`src/shared/status_diag_pkg.sv`:
```
package status_diag_pkg;

    // register byte offsets (one 32-bit word each)
    localparam logic [5:0] ADDR_ERROR_MASK  = 6'h00;
    localparam logic [5:0] ADDR_SUMMARY     = 6'h04;
    localparam logic [5:0] ADDR_DELAY       = 6'h08;
    localparam logic [5:0] ADDR_JITTER      = 6'h0c;
    localparam logic [5:0] ADDR_UPTIME_DAYS = 6'h10;
    localparam logic [5:0] ADDR_UPTIME_HMS  = 6'h14;
    localparam logic [5:0] ADDR_CONTROL     = 6'h18;
    localparam logic [5:0] ADDR_EXAM_STATUS = 6'h1c;
    localparam logic [5:0] ADDR_EXAM_WORD   = 6'h20;
    localparam logic [5:0] ADDR_EXAM_WRITE  = 6'h24;
    localparam logic [5:0] ADDR_VERSION     = 6'h28;

    // error mask bit values
    localparam logic [31:0] ERR_NO_DOWNLINK    = 32'h0000_0001;
    localparam logic [31:0] ERR_RESET_REQ      = 32'h0000_0004;
    localparam logic [31:0] ERR_FIFO_EARLY     = 32'h0000_0008;
    localparam logic [31:0] ERR_FIFO_NOT_FULL  = 32'h0000_0010;
    localparam logic [31:0] ERR_TEST_BYTE      = 32'h0000_0100;
    localparam logic [31:0] ERR_BOOT_REJECT    = 32'h0004_0000;
    localparam logic [31:0] ERR_SLAVE_COUNT    = 32'h0010_0000;
    localparam logic [31:0] ERR_SLAVE_INTERNAL = 32'h0040_0000;
    localparam logic [31:0] ERR_JITTER         = 32'h0100_0000;
    localparam logic [31:0] ERR_NO_SYNC        = 32'h0200_0000;

    // fifo test and slave limits
    localparam logic [12:0] FIFO_TEST_WRITES = 13'h1000;
    localparam logic [4:0]  MAX_SLAVES       = 5'h17;

    // round-trip timeout in cycles
    localparam logic [15:0] DELAY_TIMEOUT = 16'hffff;

    // uptime: one second in clocks at 125 MHz
    localparam int CLK_HZ            = 125_000_000;
    localparam int CYCLES_PER_SECOND = CLK_HZ;
    localparam logic [7:0] DAY_WRAP  = 8'hb4; // 180 days

    // receiver link status codes
    typedef enum logic [2:0] {
        link_okay_code          = 3'h0,
        downlink_fault_code     = 3'h1,
        uplink_fault_code       = 3'h2,
        reference_unlocked_code = 3'h3,
        test_switch_code        = 3'h4
    } link_code_t;

    // reset causes, numbered 1 to 11
    typedef enum logic [3:0] {
        cause_power_up    = 4'h1,
        cause_ext_line    = 4'h2,
        cause_bus_reset   = 4'h3,
        cause_op_pwr      = 4'h4,
        cause_op_rst      = 4'h5,
        cause_op_dig      = 4'h6,
        cause_boot_op     = 4'h7,
        cause_watchdog    = 4'h8,
        cause_terminal    = 4'h9,
        cause_rx_power    = 4'ha,
        cause_burn_in     = 4'hb
    } reset_cause_t;

    // control register fields
    localparam int CTRL_SWAP_CMD  = 0;
    localparam int CTRL_EXAM_CMD  = 1;
    localparam int CTRL_EXAM_QUIT = 2;
    localparam int CTRL_MON_EXIT  = 3;
    localparam int CTRL_SAVE      = 4;

endpackage

```
`src/rtl/status_diagnostic_monitor.sv`:
```
// Function
// - self-test failures gather in a 32-bit mask; zero mask means pass
// - downlink loss, receiver reset failure, test byte mismatch set their bits
// - fifo full before 4096 writes or not full after sets its bit
// - boot reject, bad slave count, slave internal failure set separate bits
// - excess round-trip deviation and missing sync each set a bit
// - count answering slaves up to 23 and hold that count
// - measure round-trip delay at boot and offer it for timing compensation
// - receiver link status is one of five codes
// - last reset cause is held as one of eleven sources
// - uptime in days and h:m:s since reset, wrapping near 180 days
// - saved-settings version shown only when it differs from running one
// - inserted-defaults count shown with beep until settings are saved
// - status registers are read-only to the terminal
// - swap command toggles inputs; leaving the monitor restores normal
// - swap refused and hidden when receiver cannot swap
// - examiner delivers every host word at once with running counter
// - examiner sends no reply to host words, host output only on manual write
// - write sends one word per use; quit leaves examiner
// - examiner only from serial terminal, hidden over host session
//
// Implementation choices: the address map and the Avalon-MM interface to the registers.
module status_diagnostic_monitor
    import status_diag_pkg::*;
#(
    parameter int DELAY_WIDTH = 16,
    parameter int SECOND_CYCLES = CYCLES_PER_SECOND
) (
    // clock and reset
    input  wire logic        clk_i,
    input  wire logic        rst_i,
    // avalon-mm slave
    input  wire logic [5:0]  avs_address_i,
    input  wire logic        avs_read_i,
    input  wire logic        avs_write_i,
    input  wire logic [31:0] avs_writedata_i,
    output logic      [31:0] avs_readdata_o,
    output logic             avs_waitrequest_o,
    // self-test results (pulses from test logic)
    input  wire logic        no_downlink_i,
    input  wire logic        rx_reset_fail_i,
    input  wire logic        test_byte_bad_i,
    input  wire logic        fifo_write_i,
    input  wire logic        fifo_full_i,
    input  wire logic        fifo_test_end_i,
    input  wire logic        boot_reject_i,
    input  wire logic        slave_answer_i,
    input  wire logic        slave_count_done_i,
    input  wire logic        slave_fail_i,
    // round trip
    input  wire logic        rt_start_i,
    input  wire logic        rt_echo_i,
    input  wire logic [7:0]  acq_period_i,
    // receiver status pins
    input  wire logic        downlink_lost_i,
    input  wire logic        uplink_err_i,
    input  wire logic        pll_unlocked_i,
    input  wire logic        test_sw_off_i,
    input  wire logic        swap_capable_i,
    // reset cause and settings
    input  wire logic [3:0]  reset_cause_i,
    input  wire logic [15:0] saved_version_i,
    input  wire logic [15:0] running_version_i,
    input  wire logic [7:0]  defaults_count_i,
    input  wire logic        host_session_i,
    // host word port
    input  wire logic        host_word_valid_i,
    input  wire logic [15:0] host_word_i,
    output logic             host_out_valid_o,
    output logic      [15:0] host_out_word_o,
    // outputs
    output logic             swap_inputs_o,
    output logic             beep_o,
    output logic [DELAY_WIDTH-1:0] rt_delay_o
);
    initial begin
        if (DELAY_WIDTH < 8 || DELAY_WIDTH > 32) $error("bad DELAY_WIDTH");
        if (SECOND_CYCLES < 2) $error("SECOND_CYCLES too small");
    end

    // pin synchronisers (two flops each)
    logic [4:0] pin_s1_reg, pin_s2_reg;
    always_ff @(posedge clk_i) begin
        if (rst_i) begin
            pin_s1_reg <= '0;
            pin_s2_reg <= '0;
        end else begin
            pin_s1_reg <= {swap_capable_i, test_sw_off_i, pll_unlocked_i,
                           uplink_err_i, downlink_lost_i};
            pin_s2_reg <= pin_s1_reg;
        end
    end

    // delay meter
    logic [DELAY_WIDTH-1:0] spread;
    logic                   jit_err, no_sync;
    delay_meter #(.WIDTH(DELAY_WIDTH)) u_meter (
        .clk_i        (clk_i),
        .rst_i        (rst_i),
        .start_i      (rt_start_i),
        .echo_i       (rt_echo_i),
        .acq_period_i (acq_period_i),
        .delay_o      (rt_delay_o),
        .spread_o     (spread),
        .jitter_err_o (jit_err),
        .no_sync_o    (no_sync),
        .done_o       ()
    );

    // self-test state
    logic [31:0] err_reg, err_next;
    logic [12:0] fifo_cnt_reg, fifo_cnt_next;
    logic [4:0]  slaves_reg, slaves_next;
    logic        slaves_locked_reg, slaves_locked_next;
    logic        slave_over_reg, slave_over_next;

    // error mask next values
    always_comb begin
        err_next           = err_reg;
        fifo_cnt_next      = fifo_cnt_reg;
        slaves_next        = slaves_reg;
        slaves_locked_next = slaves_locked_reg;
        slave_over_next    = slave_over_reg;
        if (no_downlink_i)   err_next = err_next | ERR_NO_DOWNLINK;
        if (rx_reset_fail_i) err_next = err_next | ERR_RESET_REQ;
        if (test_byte_bad_i) err_next = err_next | ERR_TEST_BYTE;
        if (fifo_write_i && fifo_cnt_reg < FIFO_TEST_WRITES) begin
            if (fifo_full_i) err_next = err_next | ERR_FIFO_EARLY;
            fifo_cnt_next = fifo_cnt_reg + 13'h1;
        end
        if (fifo_test_end_i && fifo_cnt_reg == FIFO_TEST_WRITES && !fifo_full_i)
            err_next = err_next | ERR_FIFO_NOT_FULL;
        if (boot_reject_i) err_next = err_next | ERR_BOOT_REJECT;
        if (slave_fail_i)  err_next = err_next | ERR_SLAVE_INTERNAL;
        if (slave_answer_i && !slaves_locked_reg) begin
            if (slaves_reg == MAX_SLAVES) slave_over_next = 1'b1;
            else slaves_next = slaves_reg + 5'h1;
        end
        if (slave_count_done_i && !slaves_locked_reg) begin
            slaves_locked_next = 1'b1;
            if (slave_over_reg || slaves_reg == 5'h0)
                err_next = err_next | ERR_SLAVE_COUNT;
        end
        if (jit_err) err_next = err_next | ERR_JITTER;
        if (no_sync) err_next = err_next | ERR_NO_SYNC;
    end

    always_ff @(posedge clk_i) begin
        if (rst_i) begin
            err_reg           <= '0;
            fifo_cnt_reg      <= '0;
            slaves_reg        <= '0;
            slaves_locked_reg <= 1'b0;
            slave_over_reg    <= 1'b0;
        end else begin
            err_reg           <= err_next;
            fifo_cnt_reg      <= fifo_cnt_next;
            slaves_reg        <= slaves_next;
            slaves_locked_reg <= slaves_locked_next;
            slave_over_reg    <= slave_over_next;
        end
    end

    // link status code, priority fixed
    link_code_t link_code;
    always_comb begin
        if (pin_s2_reg[0])      link_code = downlink_fault_code;
        else if (pin_s2_reg[1]) link_code = uplink_fault_code;
        else if (pin_s2_reg[2]) link_code = reference_unlocked_code;
        else if (pin_s2_reg[3]) link_code = test_switch_code;
        else                    link_code = link_okay_code;
    end

    // reset cause captured after release, out-of-range held as power-up
    logic [3:0] cause_reg, cause_next;
    logic       cause_taken_reg, cause_taken_next;
    always_comb begin
        cause_next       = cause_reg;
        cause_taken_next = 1'b1;
        if (!cause_taken_reg) begin
            if (reset_cause_i >= 4'h1 && reset_cause_i <= 4'hb)
                cause_next = reset_cause_i;
            else
                cause_next = cause_power_up;
        end
    end

    // uptime counters
    logic [31:0] tick_reg, tick_next;
    logic [5:0]  sec_reg, sec_next, min_reg, min_next;
    logic [4:0]  hour_reg, hour_next;
    logic [7:0]  day_reg, day_next;
    always_comb begin
        tick_next = tick_reg + 32'h1;
        sec_next  = sec_reg;
        min_next  = min_reg;
        hour_next = hour_reg;
        day_next  = day_reg;
        if (tick_reg == 32'(SECOND_CYCLES - 1)) begin
            tick_next = '0;
            sec_next  = sec_reg + 6'h1;
            if (sec_reg == 6'h3b) begin
                sec_next = '0;
                min_next = min_reg + 6'h1;
                if (min_reg == 6'h3b) begin
                    min_next  = '0;
                    hour_next = hour_reg + 5'h1;
                    if (hour_reg == 5'h17) begin
                        hour_next = '0;
                        day_next  = (day_reg == DAY_WRAP - 8'h1) ? 8'h0
                                                                   : day_reg + 8'h1;
                    end
                end
            end
        end
    end

    // control state: swap, examiner, defaults warning
    logic        swap_reg, swap_next;
    logic        exam_reg, exam_next;
    logic        warn_reg, warn_next;
    logic        beep_reg, beep_next;
    logic [15:0] exam_cnt_reg, exam_cnt_next;
    logic [15:0] exam_word_reg, exam_word_next;
    logic [15:0] line_start_reg, line_start_next;
    logic        exam_new_reg, exam_new_next;
    logic        out_vld_reg, out_vld_next;
    logic [15:0] out_word_reg, out_word_next;
    logic        swap_refused_reg, swap_refused_next;
    logic        ctrl_wr, exam_wr, stat_rd, ack_reg;

    // accesses act once, at the edge that ends the wait
    assign ctrl_wr = ack_reg && avs_write_i && avs_address_i == ADDR_CONTROL;
    assign exam_wr = ack_reg && avs_write_i && avs_address_i == ADDR_EXAM_WRITE;
    assign stat_rd = ack_reg && avs_read_i && avs_address_i == ADDR_EXAM_STATUS;

    always_comb begin
        swap_next         = swap_reg;
        exam_next         = exam_reg;
        warn_next         = warn_reg;
        beep_next         = 1'b0;
        exam_cnt_next     = exam_cnt_reg;
        exam_word_next    = exam_word_reg;
        line_start_next   = line_start_reg;
        exam_new_next     = exam_new_reg;
        out_vld_next      = 1'b0;
        out_word_next     = out_word_reg;
        swap_refused_next = swap_refused_reg;
        if (!cause_taken_reg && defaults_count_i != 8'h0) begin
            warn_next = 1'b1;
            beep_next = 1'b1;
        end
        if (ctrl_wr) begin
            if (avs_writedata_i[CTRL_SWAP_CMD]) begin
                if (pin_s2_reg[4]) swap_next = !swap_reg;
                else swap_refused_next = 1'b1;
            end
            if (avs_writedata_i[CTRL_EXAM_CMD] && !host_session_i) begin
                exam_next       = 1'b1;
                exam_cnt_next   = '0;
                line_start_next = '0;
            end
            if (avs_writedata_i[CTRL_EXAM_QUIT]) exam_next = 1'b0;
            if (avs_writedata_i[CTRL_MON_EXIT]) begin
                swap_next = 1'b0;
                exam_next = 1'b0;
            end
            if (avs_writedata_i[CTRL_SAVE]) warn_next = 1'b0;
        end
        // new line begins at the next word after status is read
        if (stat_rd) line_start_next = exam_cnt_reg;
        if (stat_rd) exam_new_next = 1'b0;
        if (exam_reg && host_word_valid_i) begin
            exam_word_next = host_word_i;
            exam_cnt_next  = exam_cnt_reg + 16'h1;
            exam_new_next  = 1'b1;
        end
        if (exam_reg && exam_wr) begin
            out_vld_next  = 1'b1;
            out_word_next = avs_writedata_i[15:0];
        end
    end

    // state registers
    always_ff @(posedge clk_i) begin
        if (rst_i) begin
            cause_reg        <= cause_power_up;
            cause_taken_reg  <= 1'b0;
            tick_reg         <= '0;
            sec_reg          <= '0;
            min_reg          <= '0;
            hour_reg         <= '0;
            day_reg          <= '0;
            swap_reg         <= 1'b0;
            exam_reg         <= 1'b0;
            warn_reg         <= 1'b0;
            beep_reg         <= 1'b0;
            exam_cnt_reg     <= '0;
            exam_word_reg    <= '0;
            line_start_reg   <= '0;
            exam_new_reg     <= 1'b0;
            out_vld_reg      <= 1'b0;
            out_word_reg     <= '0;
            swap_refused_reg <= 1'b0;
        end else begin
            cause_reg        <= cause_next;
            cause_taken_reg  <= cause_taken_next;
            tick_reg         <= tick_next;
            sec_reg          <= sec_next;
            min_reg          <= min_next;
            hour_reg         <= hour_next;
            day_reg          <= day_next;
            swap_reg         <= swap_next;
            exam_reg         <= exam_next;
            warn_reg         <= warn_next;
            beep_reg         <= beep_next;
            exam_cnt_reg     <= exam_cnt_next;
            exam_word_reg    <= exam_word_next;
            line_start_reg   <= line_start_next;
            exam_new_reg     <= exam_new_next;
            out_vld_reg      <= out_vld_next;
            out_word_reg     <= out_word_next;
            swap_refused_reg <= swap_refused_next;
        end
    end

    // read mux; status registers ignore writes
    logic [31:0] rd_next, rd_reg;
    logic        ver_differs;
    assign ver_differs = saved_version_i != running_version_i;
    always_comb begin
        rd_next = '0;
        unique case (avs_address_i)
            ADDR_ERROR_MASK:  rd_next = err_reg;
            ADDR_SUMMARY:     rd_next = {8'h0, warn_reg ? defaults_count_i : 8'h0,
                                         3'h0, slaves_reg, cause_reg,
                                         link_code, err_reg == 32'h0};
            ADDR_DELAY:       rd_next = 32'(rt_delay_o);
            ADDR_JITTER:      rd_next = 32'(spread);
            ADDR_UPTIME_DAYS: rd_next = {24'h0, day_reg};
            ADDR_UPTIME_HMS:  rd_next = {11'h0, hour_reg, 2'h0, min_reg, 2'h0, sec_reg};
            ADDR_CONTROL:     rd_next = {26'h0, !host_session_i, pin_s2_reg[4],
                                         swap_refused_reg, warn_reg, exam_reg,
                                         swap_reg};
            ADDR_EXAM_STATUS: rd_next = {line_start_reg, 15'h0, exam_new_reg};
            ADDR_EXAM_WORD:   rd_next = {exam_cnt_reg, exam_word_reg};
            ADDR_VERSION:     rd_next = ver_differs ? {16'h0, saved_version_i}
                                                    : 32'h0;
            default:          rd_next = '0;
        endcase
    end

    // one wait cycle per access
    always_ff @(posedge clk_i) begin
        if (rst_i) begin
            rd_reg  <= '0;
            ack_reg <= 1'b0;
        end else begin
            rd_reg  <= rd_next;
            ack_reg <= (avs_read_i || avs_write_i) && !ack_reg;
        end
    end

    assign avs_readdata_o    = rd_reg;
    assign avs_waitrequest_o = (avs_read_i || avs_write_i) && !ack_reg;
    assign host_out_valid_o  = out_vld_reg;
    assign host_out_word_o   = out_word_reg;
    assign swap_inputs_o     = swap_reg;
    assign beep_o            = beep_reg;
endmodule // status_diagnostic_monitor

```
`src/rtl/delay_meter.sv`:
```
// round-trip delay meter with spread
module delay_meter
    import status_diag_pkg::*;
#(
    parameter int WIDTH = 16
) (
    // clock and reset
    input  wire logic             clk_i,
    input  wire logic             rst_i,
    // measurement
    input  wire logic             start_i,
    input  wire logic             echo_i,
    input  wire logic [7:0]       acq_period_i,
    output logic      [WIDTH-1:0] delay_o,
    output logic      [WIDTH-1:0] spread_o,
    output logic                  jitter_err_o,
    output logic                  no_sync_o,
    output logic                  done_o
);
    initial begin
        if (WIDTH < 8) $error("delay_meter WIDTH too small");
    end

    logic             busy_reg, busy_next;
    logic             first_reg, first_next;
    logic [WIDTH-1:0] cnt_reg, cnt_next;
    logic [WIDTH-1:0] dly_reg, dly_next;
    logic [WIDTH-1:0] spr_reg, spr_next;
    logic             jit_reg, jit_next;
    logic             nos_reg, nos_next;
    logic             done_reg, done_next;
    logic [WIDTH-1:0] diff;

    // next state of measurement
    always_comb begin
        busy_next  = busy_reg;
        first_next = first_reg;
        cnt_next   = cnt_reg;
        dly_next   = dly_reg;
        spr_next   = spr_reg;
        jit_next   = jit_reg;
        nos_next   = nos_reg;
        done_next  = 1'b0;
        diff       = (cnt_reg > dly_reg) ? cnt_reg - dly_reg : dly_reg - cnt_reg;
        if (start_i && !busy_reg) begin
            busy_next = 1'b1;
            cnt_next  = '0;
        end else if (busy_reg) begin
            if (echo_i) begin
                busy_next = 1'b0;
                done_next = 1'b1;
                dly_next  = cnt_reg;
                first_next = 1'b0;
                if (!first_reg) begin
                    if (diff > spr_reg) spr_next = diff;
                    if (diff > WIDTH'({acq_period_i, 1'b0}))
                        jit_next = 1'b1;
                end
            end else if (cnt_reg == WIDTH'(DELAY_TIMEOUT)) begin
                busy_next = 1'b0;
                done_next = 1'b1;
                nos_next  = 1'b1;
            end else begin
                cnt_next = cnt_reg + WIDTH'(1);
            end
        end
    end

    // registers
    always_ff @(posedge clk_i) begin
        if (rst_i) begin
            busy_reg  <= 1'b0;
            first_reg <= 1'b1;
            cnt_reg   <= '0;
            dly_reg   <= '0;
            spr_reg   <= '0;
            jit_reg   <= 1'b0;
            nos_reg   <= 1'b0;
            done_reg  <= 1'b0;
        end else begin
            busy_reg  <= busy_next;
            first_reg <= first_next;
            cnt_reg   <= cnt_next;
            dly_reg   <= dly_next;
            spr_reg   <= spr_next;
            jit_reg   <= jit_next;
            nos_reg   <= nos_next;
            done_reg  <= done_next;
        end
    end

    assign delay_o      = dly_reg;
    assign spread_o     = spr_reg;
    assign jitter_err_o = jit_reg;
    assign no_sync_o    = nos_reg;
    assign done_o       = done_reg;
endmodule // delay_meter

```
`config.mk`:
```
export PLATFORM = sky130hd
export DESIGN_NAME = status_diagnostic_monitor
export DESIGN_NICKNAME = d
export VERILOG_FILES = /design/src/shared/status_diag_pkg.sv /design/src/rtl/status_diagnostic_monitor.sv /design/src/rtl/delay_meter.sv
export SDC_FILE = /design/constraint.sdc
export NUM_CORES = 1
export LEC_CHECK = 0
export BUFFER_PORTS_ARGS = -buffer_cell sky130_fd_sc_hd__clkbuf_2
export CAP_MARGIN = 40
export CORE_MARGIN = 8
export CORE_UTILIZATION = 30
export CTS_CLUSTER_SIZE = 30
export DETAILED_ROUTE_END_ITERATION = 7
export HOLD_SLACK_MARGIN = 0.05
export PLACE_DENSITY_LB_ADDON = 0.25
export REMOVE_ABC_BUFFERS = 1
export SYNTH_ARGS = -nofsm -noshare
export SYNTH_HDL_FRONTEND = slang
export SYNTH_SLANG_ARGS = --single-unit
```
`constraint.sdc`:
```
create_clock -name clk_i -period 4.75 [get_ports clk_i]
set_input_delay 0.475 -clock clk_i [delete_from_list [all_inputs] [get_ports clk_i]]
set_output_delay 0.475 -clock clk_i [all_outputs]
set_load 0.005 [all_outputs]
```
==> qor.csv <==
stage,metric,value,unit
status,outcome,finished clean,
critical_path,critPathRequiredTime,5.21,ns
power_and_ir_drop,power,5.086,mW
synthesis,syn_inst,1529,
routing,drt-total-wl,42810,µm
timing,clock-skew-final,0.03331,ns
clock_network,htreeDepth,1,
timing,post-route-min-period,4.686,ns
synthesis,synth-simple-area-share,0.2265,
routing,avgViaCountPerCell,5.145,
finish,final_area,0.01637,mm²
die,die_w,222.7,µm
finish,final_common_cell,dfxtp_1,
global_routing,grt_pass1_wl,67840,µm
critical_path,slowest_delay,0.53,ns
clock_network,numCtsBuffers,30,
die,chipHeight,222.7,µm
critical_path,end_kind,register,
synthesis,yosysWarningCount,0,
global_routing,grt_use_total,0.1672,
finish,layout_common_cells,"256 x dfxtp_1, 215 x nor2_1, 179 x clkbuf_2, 161 x nand2_1, 105 x buf_4",
synthesis,synth_mux_area_frac,0.03232,
routing,drc,0,
timing,fmaxAchievable,213.4,MHz
placed_design,gp_congestion,0.8897,
global_routing,grt_pass1_vias,11786,
critical_path,path_max_fanout,17,
clock_network,cts_tree,built,
timing,finalHoldViolations,0,
placed_design,placedCellCount,2281,
finish,final_nets,1977,
routing,wl_per_cell,18.26,µm
placed_design,dp_hpwl,33500,µm
critical_path,worst_setup_path_start_kind,register,
synthesis,synth_fa_ha_area_frac,0.06562,
synthesis,syn_avg_cell_area,8.380,µm²
clock_network,cts_buffer_depth,3,
synthesis,async_reset_ff_frac,0,
placed_design,placed_cell_area,0.01497,mm²
synthesis,synthFlopType,dfxtp_1,
power_and_ir_drop,power_leakage,6.658,nW
power_and_ir_drop,vdd_drop_max,0.2280,mV
synthesis,ys_seq_area_frac,0.4031,
routing,drt_pass1_iterations,7,
hold_path,hold_class,input port to register,
critical_path,critPathKind,register to register,
critical_path,path_cells,"inv_2, ha_4, inv_2, fa_2, a211oi_2, o31ai_2, o211a_1, o21a_4, buf_4, mux2_4, xnor2_4, ha_4, a21o_1, a21o_1, a21oi_1, or4_4, a41o_1, a211o_1, and2_4, buf_4, a211oi_1",
clock_network,clk_latency,0.58,ns
die,rows,75,
finish,finalNonFillerCells,2345,
timing,slew_viol_final,0,
finish,syn_to_final_growth,27.78,%
synthesis,synth-xor-area-share,0.06699,
power_and_ir_drop,powerDensity,310.6,mW/mm²
die,design.die.area,0.04958,mm²
clock_network,clockRootBuffer,clkbuf_16,
global_routing,grt_max_degree,65,
global_routing,grt_overflow,0,
clock_network,clk_pin_slew,0.07,ns
die,ios,197,
critical_path,worstPathArrival,5.15,ns
timing,setup_viol,0,
die,coreArea,0.04204,mm²
synthesis,ys_ff_latch,258,
synthesis,yosysUniqueCellTypes,67,
synthesis,synth-edff-count,0,
finish,antenna_cells,0,
routing,dr_total_vias,12066,
synthesis,synth_area,0.01281,mm²
global_routing,antenna_found_initial,0,
synthesis,synth_compound_area_frac,0.1616,
critical_path,crit_path_top_delay_cell,or4_4,
timing,tightest_slew,0.9155,ns
placed_design,port_buffers,180,
routing,ant_nets,0,
routing,drtIter0Drc,832,
finish,drive_gt1_frac,0.2248,
die,start_util,0.3048,
clock_network,numClockSinks,258,
timing,fin_crit_sh,0.9866,
flow_run,cap_violations,0,
timing,rsz0062_at_grt,yes,
synthesis,synth_top_family_by_area,simple AND/OR/NAND/NOR gates,
timing,max_slew_margin,0.3864,
[routing by layer]
metal,up-vias,GRT usage,share of wire
met2,391,0.2753,0.45
met4,0,0.03887,0.018
met3,53,0.03517,0.074
li1,5898,-,-
met1,5724,0.2215,0.45
met5,-,0,0
[final cells by class]
class,count,area [µm²]
clock buffer,43,910.9
sequential,258,5167
clock inverter,13,206.4
tap,539,674.4
fill,4273,25670
inverter,73,274.0
timing repair buffer,292,1815
multi-input combinational,1127,7325
[Yosys cell counts, types with 12 or more instances]
cell type | instances | area [µm²]
dfxtp_1 | 258 | 5165
nor2_1 | 221 | 829.6
nand2_1 | 161 | 604.3
a21oi_1 | 99 | 495.5
inv_1 | 73 | 274.0
ha_1 | 64 | 800.8
clkbuf_1 | 61 | 229.0
xor2_1 | 50 | 437.9
xnor2_1 | 48 | 420.4
nand3_1 | 44 | 220.2
o21ai_0 | 42 | 210.2
a22oi_1 | 39 | 292.8
mux2i_1 | 38 | 380.4
nand4_1 | 28 | 175.2
a222oi_1 | 23 | 230.2
nor3_1 | 22 | 110.1
a31oi_1 | 19 | 118.9
and3_1 | 19 | 118.9
nor2b_1 | 17 | 106.4
a21o_1 | 15 | 112.6
and2_1 | 15 | 93.84
a211oi_1 | 14 | 105.1
nor4_1 | 14 | 87.58
o21a_1 | 12 | 90.09
or3_1 | 12 | 75.07
[cells by family (layout without fill, tap and decap cells)]
family	count (synthesis)	after routing
DFF	258	258
and+or+nand+nor	611	611
xor gates and xnor gates	98	98
muxes	41	41
AOI/OAI and AO/OA	311	311
adders and majority gates	66	66
buffers and inverters	144	421
[critical path, delay by kind of cell (launching register included)]
| family | cells | cell delay (ns) |
|---|---|---|
| buf+inv | 4 | 0.43 |
| mux | 1 | 0.34 |
| compound gates | 10 | 1.87 |
| flops | 1 | 0.33 |
| fa+ha+maj | 3 | 0.75 |
| xor+xnor | 1 | 0.16 |
| simple gates | 2 | 0.69 |
[per-stage QoR]
stage	TNS (ns)	util	worst slack [ns]	hold WS, ns
after global placement	-0.1653	0.3546	-0.09232	0.4238
after floorplan	-2.536	-	-0.4296	0.4129
final	0	0.3895	0.06382	0.1156
after detailed placement	-0.7753	0.3561	-0.1522	0.4311
after CTS	0	0.3853	0.001564	0.09205
after global routing	-1.173	0.3895	-0.1281	0.1175
[what timing repair did]
| item | 4_1_cts | 5_1_grt |
|---|---|---|
| resized for setup | 19 | 36 |
| hold buffers | 0 | 0 |
| endpoints found under the setup margin | 16 | 17 |
| buffers inserted | 5 | 3 |
| pin swaps | 17 | 21 |
[power breakdown]
| group | total, mW | switching (mW) | internal (mW) | leakage (nW) |
|---|---|---|---|---|
| combinational | 0.314 | 0.178 | 0.136 | 4.04 |
| clock | 2.57 | 0.964 | 1.60 | 0.534 |
| sequential | 2.21 | 0.0206 | 2.19 | 2.09 |
[path summary, 6_finish.rpt]
path | start | end | slack, ns | cells past startpoint
hold / removal | slave_fail_i | err_reg[22] | 0.12 | 3
setup reg to reg | u_meter.cnt_reg[0] | u_meter.spread_o[5] | 0.06 | 21
setup / recovery | u_meter.cnt_reg[0] | u_meter.spread_o[5] | 0.06 | 21
hold reg to reg | pin_s1_reg[4] | pin_s2_reg[4] | 0.43 | 1
No activity file was read; power rests on OpenSTA's default activity.
